===== src/rtl/nv_access_pkg.sv =====
// Purpose: shared constants for the nonvolatile byte access controller
// Assumes: 40 MHz cpu clock, byte-wide io register port
// Notes: io offsets are io addresses; data-space alias adds IO_ALIAS
package nv_access_pkg;
  localparam logic [7:0] IO_ALIAS = 8'h20;
  localparam logic [7:0] IO_BIT_TOP = 8'h1f;
  localparam logic [7:0] OFF_CONTROL = 8'h1f;
  localparam logic [7:0] OFF_DATA = 8'h20;
  localparam logic [7:0] OFF_ADDR_LO = 8'h21;
  localparam logic [7:0] OFF_ADDR_HI = 8'h22;
  localparam int ADDR_W = 12;
  localparam int MODE_LSB = 4;
  localparam int RIE_BIT = 3;
  localparam int ARM_BIT = 2;
  localparam int PROG_BIT = 1;
  localparam int READ_BIT = 0;
  localparam logic [1:0] MODE_ATOMIC = 2'h0;
  localparam logic [1:0] MODE_ERASE = 2'h1;
  localparam logic [1:0] MODE_WRITE = 2'h2;
  localparam logic [1:0] MODE_RESERVED = 2'h3;
  localparam logic [1:0] MODE_RESET = 2'h0;
  localparam logic [7:0] RESET_BYTE = 8'h00;
  localparam int CLK_PERIOD_NS = 25;
  localparam int FULL_TIME_US = 3400;
  localparam int SPLIT_TIME_US = 1800;
  localparam int FULL_WRITE_OSC = 26368;
  localparam int OSC_W = 15;
  localparam logic [2:0] ARM_CYCLES = 3'h4;
  localparam logic [2:0] WR_STALL_CYCLES = 3'h2;
  localparam logic [2:0] RD_STALL_CYCLES = 3'h4;
endpackage : nv_access_pkg


===== src/rtl/nv_access_ctrl.sv =====
// Purpose: cpu-side access controller for a byte-wide data eeprom array
// Assumes: io port, flash busy, gie and array data are on clk_i; rc_osc_i is foreign
// Notes: a started program cycle survives reset and finishes on its own
// Summary of operation
// RQ1: 12-bit linear byte address split over low and high registers, software loads it.
// RQ2: data register supplies the write byte and holds the byte fetched by a read.
// RQ3: mode 00 erase+write, 01 erase only, 10 write only, 11 reserved.
// RQ4: mode field writes are ignored while programming is busy.
// RQ5: reset returns mode to 00 unless a program cycle is still running.
// RQ6: ready interrupt holds while enabled, global enable set and programming idle.
// RQ7: master arm bit clears itself four cycles after software sets it.
// RQ8: programming starts only if strobe is set while armed; otherwise nothing happens.
// RQ9: software waits idle, arms with strobe zero, then sets strobe within four cycles.
// RQ10: no programming starts while the cpu is writing flash.
// RQ11: self-programming software waits for flash busy clear before an eeprom write.
// RQ12: busy strobe clears when the write time has elapsed, for polling.
// RQ13: launching a write stalls the cpu for two cycles.
// RQ14: read strobe fetches the addressed byte into the data register at once.
// RQ15: a read stalls the cpu for four cycles.
// RQ16: while busy, reads and address register writes are refused.
// RQ17: write time counts rc oscillator cycles, 26368 for a full write.
// RQ18: software keeps interrupts off so the arm window does not expire.
// RQ19: registers decode at io address and io+0x20; low range allows bit set/clear.
// RQ20: software writes zero to reserved bits and never writes reserved addresses.
// RQ21: reserved mode performs no array change when the strobe is set.
`timescale 1ns/1ps
`default_nettype none
module nv_access_ctrl
  import nv_access_pkg::*;
#(
  parameter int WRITE_OSC_CYCLES = FULL_WRITE_OSC
) (
  input wire logic clk_i, // cpu clock
  input wire logic rstn_i, // sync reset, active low
  input wire logic ce_i, // clock enable, freezes state
  input wire logic [7:0] io_addr_i, // io or data-space address
  input wire logic io_wr_i, // byte write strobe
  input wire logic io_rd_i, // byte read strobe
  input wire logic [7:0] io_wdata_i, // write byte
  input wire logic bit_set_i, // single-bit set, low range only
  input wire logic bit_clr_i, // single-bit clear, low range only
  input wire logic [2:0] bit_sel_i, // bit index for set/clear
  input wire logic global_irq_en_i, // cpu global interrupt enable
  input wire logic flash_selfprog_busy_i, // cpu flash write busy
  input wire logic rc_osc_i, // calibrated rc oscillator
  input wire logic [7:0] arr_rdata_i, // array read byte, sampled in the cycle arr_read_o is high
  output logic [7:0] io_rdata_o, // read byte, cycle after io_rd_i
  output logic cpu_stall_o, // halt the cpu
  output logic irq_o, // eeprom ready interrupt
  output logic [ADDR_W-1:0] arr_addr_o, // array byte address
  output logic [7:0] arr_wdata_o, // array write byte
  output logic arr_read_o, // array read pulse
  output logic arr_erase_o, // erase pulse at program start
  output logic arr_write_o, // write pulse at program start
  output logic arr_busy_o // array program cycle running
);
  typedef enum logic [0:0] {ST_IDLE = 1'b0, ST_PROG = 1'b1} prog_state_e;

  localparam logic [OSC_W-1:0] FULL_LOAD = OSC_W'(WRITE_OSC_CYCLES);
  localparam logic [OSC_W-1:0] SPLIT_LOAD =
    OSC_W'((WRITE_OSC_CYCLES * SPLIT_TIME_US) / FULL_TIME_US);

  prog_state_e state_r, state_nxt;
  logic [ADDR_W-1:0] addr_r, addr_nxt;
  logic [7:0] data_r, data_nxt;
  logic [1:0] mode_r, mode_nxt;
  logic rie_r, rie_nxt;
  logic [2:0] arm_r, arm_nxt;
  logic [OSC_W-1:0] osc_r, osc_nxt;
  logic [2:0] stall_r, stall_nxt;
  logic rd_pend_r, rd_pend_nxt;
  logic [7:0] rdata_nxt;
  logic erase_nxt, write_nxt, irq_nxt;
  logic osc_s1_r, osc_s2_r, osc_s3_r;
  logic osc_tick;
  logic hit_ctl, hit_dat, hit_lo, hit_hi, bit_op, wr_any;
  logic [7:0] ctl_cur, ctl_new, bit_mask;
  logic busy, start_ok, read_ok;

  // oscillator enters through two flops; the second and its delayed copy in a third feed the edge detect
  always_ff @(posedge clk_i) begin
    if (!rstn_i && ce_i) begin
      osc_s1_r <= 1'b0;
      osc_s2_r <= 1'b0;
      osc_s3_r <= 1'b0;
    end else if (ce_i) begin
      osc_s1_r <= rc_osc_i;
      osc_s2_r <= osc_s1_r;
      osc_s3_r <= osc_s2_r;
    end
  end
  assign osc_tick = osc_s2_r & ~osc_s3_r; // one rc cycle seen [RQ17]

  // address decode at io address or its data-space alias
  function automatic logic hit(input logic [7:0] a, input logic [7:0] off);
    hit = (a == off) || (a == off + IO_ALIAS);
  endfunction : hit

  always_comb begin
    hit_ctl = hit(io_addr_i, OFF_CONTROL); // [RQ19]
    hit_dat = hit(io_addr_i, OFF_DATA); // [RQ19]
    hit_lo = hit(io_addr_i, OFF_ADDR_LO); // [RQ19]
    hit_hi = hit(io_addr_i, OFF_ADDR_HI); // [RQ19]
    bit_op = (bit_set_i | bit_clr_i) && (io_addr_i <= IO_BIT_TOP); // [RQ19]
    wr_any = io_wr_i | bit_op;
    bit_mask = 8'h01 << bit_sel_i;
    busy = (state_r == ST_PROG);
    ctl_cur = {2'h0, mode_r, rie_r, (arm_r != 3'h0), busy, 1'b0};
    // single-bit ops touch only the chosen bit; the read strobe reads back as zero, the program strobe as busy
    if (bit_set_i) begin
      ctl_new = ctl_cur | bit_mask;
    end else if (bit_clr_i) begin
      ctl_new = ctl_cur & ~bit_mask;
    end else begin
      ctl_new = io_wdata_i;
    end
    start_ok = wr_any && hit_ctl && ctl_new[PROG_BIT] && (arm_r != 3'h0) && !busy
               && !flash_selfprog_busy_i && (mode_r != MODE_RESERVED); // [RQ8] [RQ10] [RQ21]
    read_ok = wr_any && hit_ctl && ctl_new[READ_BIT] && !busy; // [RQ16]
  end

  // register file next values
  always_comb begin
    addr_nxt = addr_r;
    data_nxt = data_r;
    mode_nxt = mode_r;
    rie_nxt = rie_r;
    arm_nxt = (arm_r != 3'h0) ? arm_r - 3'h1 : 3'h0; // self-clears after four [RQ7]
    rd_pend_nxt = read_ok;
    if (wr_any && hit_lo && !busy) begin
      addr_nxt[7:0] = bit_op ? addr_r[7:0] : io_wdata_i; // frozen while busy [RQ1] [RQ16]
    end
    if (wr_any && hit_hi && !busy) begin
      addr_nxt[ADDR_W-1:8] = io_wdata_i[ADDR_W-9:0]; // [RQ1] [RQ16]
    end
    if (wr_any && hit_dat) begin
      data_nxt = io_wdata_i; // [RQ2]
    end
    if (rd_pend_r) begin
      data_nxt = arr_rdata_i; // fetched byte lands inside the stall [RQ2] [RQ14]
    end
    if (wr_any && hit_ctl) begin
      if (!busy) begin
        mode_nxt = ctl_new[MODE_LSB +: 2]; // ignored while busy [RQ4] [RQ3]
      end
      rie_nxt = ctl_new[RIE_BIT];
      if (ctl_new[ARM_BIT] && !ctl_new[PROG_BIT] && (arm_r == 3'h0)) begin
        arm_nxt = ARM_CYCLES; // arm only with strobe written zero [RQ7]
      end else if (!ctl_new[ARM_BIT]) begin
        arm_nxt = 3'h0;
      end
    end
  end

  // program sequencer: busy until the rc count runs out
  always_comb begin
    state_nxt = state_r;
    osc_nxt = osc_r;
    erase_nxt = 1'b0;
    write_nxt = 1'b0;
    unique case (state_r)
      ST_IDLE: begin
        if (start_ok) begin
          state_nxt = ST_PROG;
          osc_nxt = (mode_r == MODE_ATOMIC) ? FULL_LOAD : SPLIT_LOAD; // [RQ3] [RQ17]
          erase_nxt = (mode_r != MODE_WRITE);
          write_nxt = (mode_r != MODE_ERASE);
        end
      end
      ST_PROG: begin
        if (osc_tick) begin
          if (osc_r <= OSC_W'(1)) begin
            state_nxt = ST_IDLE; // strobe reads zero when time is up [RQ12]
            osc_nxt = '0;
          end else begin
            osc_nxt = osc_r - OSC_W'(1);
          end
        end
      end
    endcase
  end

  // cpu stall counter and outputs
  always_comb begin
    stall_nxt = (stall_r != 3'h0) ? stall_r - 3'h1 : 3'h0;
    if (start_ok) begin
      stall_nxt = WR_STALL_CYCLES; // [RQ13]
    end else if (read_ok) begin
      stall_nxt = RD_STALL_CYCLES; // [RQ15]
    end
    irq_nxt = rie_nxt && global_irq_en_i && (state_nxt == ST_IDLE); // level irq [RQ6]
    rdata_nxt = RESET_BYTE;
    if (io_rd_i) begin
      if (hit_ctl) rdata_nxt = ctl_cur;
      else if (hit_dat) rdata_nxt = data_r;
      else if (hit_lo) rdata_nxt = addr_r[7:0];
      else if (hit_hi) rdata_nxt = {4'h0, addr_r[ADDR_W-1:8]};
    end
  end

  // registers; a running program cycle and its mode survive reset
  always_ff @(posedge clk_i) begin
    if (!rstn_i && ce_i) begin
      if (state_r != ST_PROG) begin
        mode_r <= MODE_RESET; // [RQ5]
        state_r <= ST_IDLE;
        osc_r <= '0;
      end else begin
        state_r <= state_nxt;
        osc_r <= osc_nxt;
      end
      addr_r <= '0;
      data_r <= RESET_BYTE;
      rie_r <= 1'b0;
      arm_r <= 3'h0;
      stall_r <= 3'h0;
      rd_pend_r <= 1'b0;
      io_rdata_o <= RESET_BYTE;
      cpu_stall_o <= 1'b0;
      irq_o <= 1'b0;
      arr_addr_o <= '0;
      arr_wdata_o <= RESET_BYTE;
      arr_read_o <= 1'b0;
      arr_erase_o <= 1'b0;
      arr_write_o <= 1'b0;
      arr_busy_o <= (state_r == ST_PROG);
    end else if (ce_i) begin
      state_r <= state_nxt;
      osc_r <= osc_nxt;
      mode_r <= mode_nxt;
      addr_r <= addr_nxt;
      data_r <= data_nxt;
      rie_r <= rie_nxt;
      arm_r <= arm_nxt;
      stall_r <= stall_nxt;
      rd_pend_r <= rd_pend_nxt;
      io_rdata_o <= rdata_nxt;
      cpu_stall_o <= (stall_nxt != 3'h0);
      irq_o <= irq_nxt;
      arr_addr_o <= addr_nxt;
      arr_wdata_o <= data_nxt;
      arr_read_o <= read_ok; // [RQ14]
      arr_erase_o <= erase_nxt;
      arr_write_o <= write_nxt;
      arr_busy_o <= (state_nxt == ST_PROG);
    end
  end
endmodule : nv_access_ctrl
`default_nettype wire


===== config.mk =====
export PLATFORM = sky130hd
export DESIGN_NAME = nv_access_ctrl
export DESIGN_NICKNAME = d
export VERILOG_FILES = /design/src/rtl/nv_access_pkg.sv /design/src/rtl/nv_access_ctrl.sv
export SDC_FILE = /design/constraint.sdc
export NUM_CORES = 1
export LEC_CHECK = 0
export BUFFER_PORTS_ARGS = -buffer_cell sky130_fd_sc_hd__buf_2
export CAP_MARGIN = 20
export CORE_MARGIN = 3
export CORE_UTILIZATION = 55
export CTS_CLUSTER_SIZE = 14
export DETAILED_ROUTE_END_ITERATION = 7
export PLACE_DENSITY_LB_ADDON = 0.15
export SKIP_LAST_GASP = 1
export SYNTH_ARGS = -nofsm -noshare
export SYNTH_HDL_FRONTEND = slang
export SYNTH_SLANG_ARGS = --single-unit

===== constraint.sdc =====
create_clock -name clk_i -period 2.8 [get_ports clk_i]
set_clock_uncertainty 0.1 [all_clocks]
set_input_delay 0.14 -clock clk_i [delete_from_list [all_inputs] [get_ports clk_i]]
set_output_delay 0.14 -clock clk_i [all_outputs]
set_load 0.01 [all_outputs]

Word level (Yosys, flattened, before mapping)

Index checks and enable logic that the tools add are counted.

Add/subtract/negate cells: 3
$lt $le $gt $ge: 2
Eq/ne operators: 13
Shift operators: 1
Mux-type cells: 42
Bitwise logic cells: 10
Reduce and logical (&&, ||, !) cells: 39

Operator list:

| operator                                                         | number |
|---|---|
| two-way mux 15 bit                                               | 7 |
| two-way mux 8 bit                                                | 6 |
| == test 8 x 6 -> 1 bit (second input constant)                   | 4 |
| one-hot mux 15 bit (2 select lines)                              | 1 |
| == test 8 x 7 -> 1 bit (second input constant)                   | 3 |
| two-way mux 3 bit                                                | 7 |
| logical AND 1 bit                                                | 19 |
| less-or-equal comparator 15 x 1 -> 1 bit (second input constant) | 1 |
| subtractor 15 x 1 -> 15 bit (second input constant)              | 1 |
| two-way mux 1 bit                                                | 12 |
| two-way mux 6 bit                                                | 2 |
| two-way mux 2 bit                                                | 5 |
| nonzero test 3 bit                                               | 3 |
| == test 8 x 5 -> 1 bit (second input constant)                   | 1 |
| less-or-equal comparator 8 x 5 -> 1 bit (second input constant)  | 1 |
| != test 2 bit (second input constant)                            | 4 |
| bitwise AND 6 bit                                                | 1 |
| NOT 6 bit                                                        | 1 |
| bitwise OR 6 bit                                                 | 1 |
| nonzero test 2 bit                                               | 3 |
| << shifter 1 x 3 -> 6 bit (first input constant)                 | 1 |
| subtractor 3 x 1 -> 3 bit (second input constant)                | 2 |
| zero test 1 bit                                                  | 4 |
| logical OR 1 bit                                                 | 4 |
| 11 further kinds                                                 | 16 |

Register bits: 62
Input bits: 37
Output and inout port bits: 34
Logic and storage cells: 129

Logic depth before layout (Yosys ltp)

Depth in word-level cells: 14
Gate-level depth with buffers: 8
Mapped depth without buffers: 7

Least setup slack after synthesis

No wires, ideal clock.

Kind: reg-to-reg
From: reg osc_r[3]
To: reg osc_r[13] (data pin)
Library setup time: 0.261 ns
Data arrival time: 1.977 ns
Data required time: 2.439 ns
Slack: 0.462 ns
Stages on the path, launching flop included: 6
Path buffers: 0
Clock period less this slack: 2.338 ns
Cells stage by stage: edfxtp_1 > or4b_1 > nor4_2 > or4b_1 > a21oi_1 > o21ai_1

Cells in the longest elaborated chain, start to end: 6
Elaborated cells between the ends (all ways): 8
Those cells by class: add/sub: 1; order compare: 1; mux: 6

RTL lines:

| what                                                                                    | RTL line                                     | text |
|---|---|---|
| from (decl)                                                                             | nv_access_ctrl.sv:69                         | `logic [OSC_W-1:0] osc_r, osc_nxt;` |
| from (signal assigned)                                                                  | nv_access_ctrl.sv:210                        | `osc_r <= osc_nxt;` |
| from (signal assigned)                                                                  | nv_access_ctrl.sv:229                        | `osc_r <= osc_nxt;` |
| subtractor 15 x 1 -> 15 bit or less-or-equal comparator 15 x 1 -> 1 bit (tied branches) | nv_access_ctrl.sv:176, nv_access_ctrl.sv:172 |  |
| two-way mux 15 bit *                                                                    | nv_access_ctrl.sv:172                        | `if (osc_r <= OSC_W'(1)) begin` |
| two-way mux 15 bit *                                                                    | nv_access_ctrl.sv:171                        | `if (osc_tick) begin` |
| one-hot mux 15 bit (2 select lines) *                                                   | nv_access_ctrl.sv:161                        | `unique case (state_r)` |
| two-way mux 15 bit, on equally long branches                                            | nv_access_ctrl.sv:227, nv_access_ctrl.sv:204 |  |
| two-way mux 15 bit *                                                                    | nv_access_ctrl.sv:203                        | `if (!rstn_i && ce_i) begin` |

Mark *: on every way between the ends. The rest lies on a longest branch, timed or not. The select of a mux whose other input is x is not followed.
A chain may end at the register's enable or synchronous reset.

Worst setup path in the final report

From: reg osc_r[2]
To: reg osc_r[6] (data pin)

The elaborated chain is that of the path after synthesis.

==> key figures <==
Synth
  • Synth Register Bits: 62
  • Post-synth EDFFs: 19
  • Synthesized area: 3580 sq um
  • Cells after Synth: 375
  • Synth cell types: 72
  • Most area-consuming cells after synthesis: dfxtp_1, edfxtp_1, mux2i_1, a21oi_1, nor2_1
  • Mean post-synth cell area: 9.55 sq um
  • Synth top area share: 0.240
  • Main flop type after synthesis: dfxtp_1
  • Synth Warn #: 0
  • Seq/Total Area, Yosys: 0.400
  • Post-synth net total: 416
  • Async set or reset register ratio after synthesis: 0
  • Area leader, netlist: dfxtp_1

STA
  • Crit path time final: 2.62 ns
  • Achievable Freq: 0.382 GHz
  • RSZ-0062 raised after global routing: no
  • Final hold viol count: 0
  • Worst Tran Pin Value: 0.916 ns
  • Final Max Slew Viols: 0
  • Crit share post-route: 0.934
  • Setup Viol. Count Final: 0
  • TNS Setup: 0 ns
  • Max_slew headroom: 0.387

Global routing
  • Vias in the first global route: 3205
  • Grt ovf: 0
  • First-pass GRT wire length: 15800 microns
  • Global Route Usage Sum: 0.266
  • Pin count of the biggest net entering global routing: 25
  • Initial antenna violation count: 0

Setup path
  • Crit-path slowest cell: or4b_1
  • Top cell by count, worst path: a22o_1
  • Register-to-Register Path Depth: 6
  • Crit start category: register
  • Critical Path Max Stage Delay: 0.57 ns
  • Worst R2R Start: osc_r[2]$_DFFE_PN_
  • Worst r2r dst: osc_r[6]$_DFFE_PN_
  • Critical Path Start: osc_r[2]$_DFFE_PN_
  • Setup CP Type: register to register
  • CP endpoint kind: register
  • CP max FO: 13
  • Critical Path AT: 2.61 ns
  • Worst-path cell chain: or4b_1, nor4_1, a21oi_1, buf_4, a22o_1, a22o_1
  • R2R Setup Slk: 0.18 ns
  • Setup crit end: osc_r[6]$_DFFE_PN_
  • WP data required: 2.80 ns

Flow run
  • Max capacitance violation total: 0

Clock tree
  • CTS clk-pin slew, worst paths: 0.07 ns
  • CTS Buf Count: 9
  • Post-CTS Setup Inserts: 0
  • Root Buffer: clkbuf_8
  • Sink Count: 62
  • Clk Latency, worst-skew pair: 0.34 ns
  • CTS tree: done
  • Post-cts gate resize count: 0
  • Clock Path Buffers: 2
  • Number of H-tree levels: 3

Route
  • Pre-Repair DR Iteration Count: 5
  • Via count: 3350
  • Drt drc: 0
  • 1st-iter DRT viols: 360
  • Final WL: 9620 microns
  • WL/cell: 18.0 microns
  • Via/cell ratio: 6.27
  • Routed Antenna Nets: 0

Cells and area
  • # nets final: 495
  • Commonest non-fill, non-tap cell in the layout: buf_2
  • Fillcell total: 494
  • Area grow syn2layout: 18.6%
  • Most frequent cells in the layout: buf_2, dfxtp_1, nor2_1
  • Fin cells: 534
  • Layout cells sized above 1: 0.240
  • Ant diodes: 0
  • Layout Utilization: 0.696

Worst hold path
  • HP Start: io_wdata_i[2]
  • Min-Delay Path Class: input pin to register

Die
  • Core ar.: 6100 sq um
  • Starting Density: 0.587
  • Die Area: 7510 sq um
  • DIE WIDTH: 86.7 microns
  • Die Span Y: 86.7 microns
  • # IOs: 71
  • # rows: 28

Power
  • Pwr Density: 472 nW/um^2
  • Peak supply drop: 0.304 mV
  • LEAKAGE: 1.76 nW

Status
  • Status: finished, final reports clean

Placement
  • Placed wire-length estimate: 6890 microns
  • Placer's final routability congestion estimate: 0.835
  • Placed Instances: 512
  • I/O Buffers: 70
-- worst min-delay path by stage --
stage                                   endpoint  slack, ns  cells after the start
after floorplan            osc_s1_r$_SDFFE_PP0P_       0.16                      1
after global placement     osc_s1_r$_SDFFE_PP0P_       0.25                      2
after detailed placement   osc_s1_r$_SDFFE_PP0P_       0.25                      2
after CTS                 addr_r[2]$_SDFFE_PP0P_      0.008                      3
after global routing      addr_r[2]$_SDFFE_PP0P_       0.01                      3
final                     addr_r[2]$_SDFFE_PP0P_       0.02                      3
-- area by class of cell --
cell class                      instances  area (sq um)  share of cell area
Clock inverter                          4          45.0              0.0106
Inverter                               18          67.6              0.0159
Timing Repair Buffer                   88           500               0.118
Multi-Input combinational cell        275          1960               0.462
Clock buffer                           12           145              0.0342
Tap cell                               75          93.8              0.0221
Sequential cell                        62          1430               0.337
-- flip-flops by register name, summed over array words and instances, names as in the netlist, 2 cells and up --
name	flops
osc_r	15
mode_r	2
arm_r	3
data_r	8
stall_r	3
io_rdata_o	8
addr_r	12
-- Yosys cell counts, types with 5 or more instances --
master,count
dfxtp_1,43
nor2_1,39
a21oi_1,31
mux2i_1,29
edfxtp_1,19
nand2_1,18
inv_1,17
clkbuf_1,12
a211oi_1,11
o2bb2ai_1,10
a22oi_1,9
o21ai_1,9
nor3_1,7
a22o_1,6
and2_1,6
nand3b_1,5
o21ai_0,5
-- logic make-up (layout without fill, tap and decap cells) --
group	Yosys count	in the layout	synth area share
compound gates	116	116	0.232
buf+inv	38	122	0.0521
flops	62	62	0.400
fa+ha+maj	4	4	0.0140
mux	29	29	0.0811
simple gates	122	122	0.206
xor+xnor	4	4	0.0150
-- metrics by stage --
stage	setup slack [ns]	cell area, sq um	hold slack (ns)	power [mW]
after global routing	0.0704	4250	0.0104	2.09
final	0.185	4250	0.0181	2.01
after detailed placement	0.268	4000	0.251	1.23
after floorplan	0.462	3580	0.161	1.15
after CTS	0.208	4250	0.00760	2.01
after global placement	0.336	4000	0.247	1.23
-- per-layer routing --
layer  track usage  routed length (microns)  up-vias
met4        0.0722                       93        0
met1         0.378                     4480     1615
met5             0                        0        -
li1              -                        -     1596
met2         0.403                     4310      129
met3        0.0637                      735       10
-- timing repair --
action | in CTS | in global routing
hold buffers | 6 | 0
endpoints found under the hold margin | 6 | 0
setup endpoints to repair | 0 | 0
-- worst max-delay path: cells and delay by family, from the launching register on --
kind / cells / cell delay, ns
AO/OA/AOI/OAI: 3 / 0.62
buffers and inverters: 1 / 0.24
flip-flops: 1 / 0.43
AND/OR/NAND/NOR: 2 / 0.99
-- report_power, final --
part           switching, mW  total (mW)  internal [mW]
Clock                  0.347       0.780          0.432
Combinational          0.145       0.241         0.0961
Sequential            0.0267       0.985          0.958
Total                  0.519        2.01           1.49
Note: power is estimated with default switching activity, not from simulation.
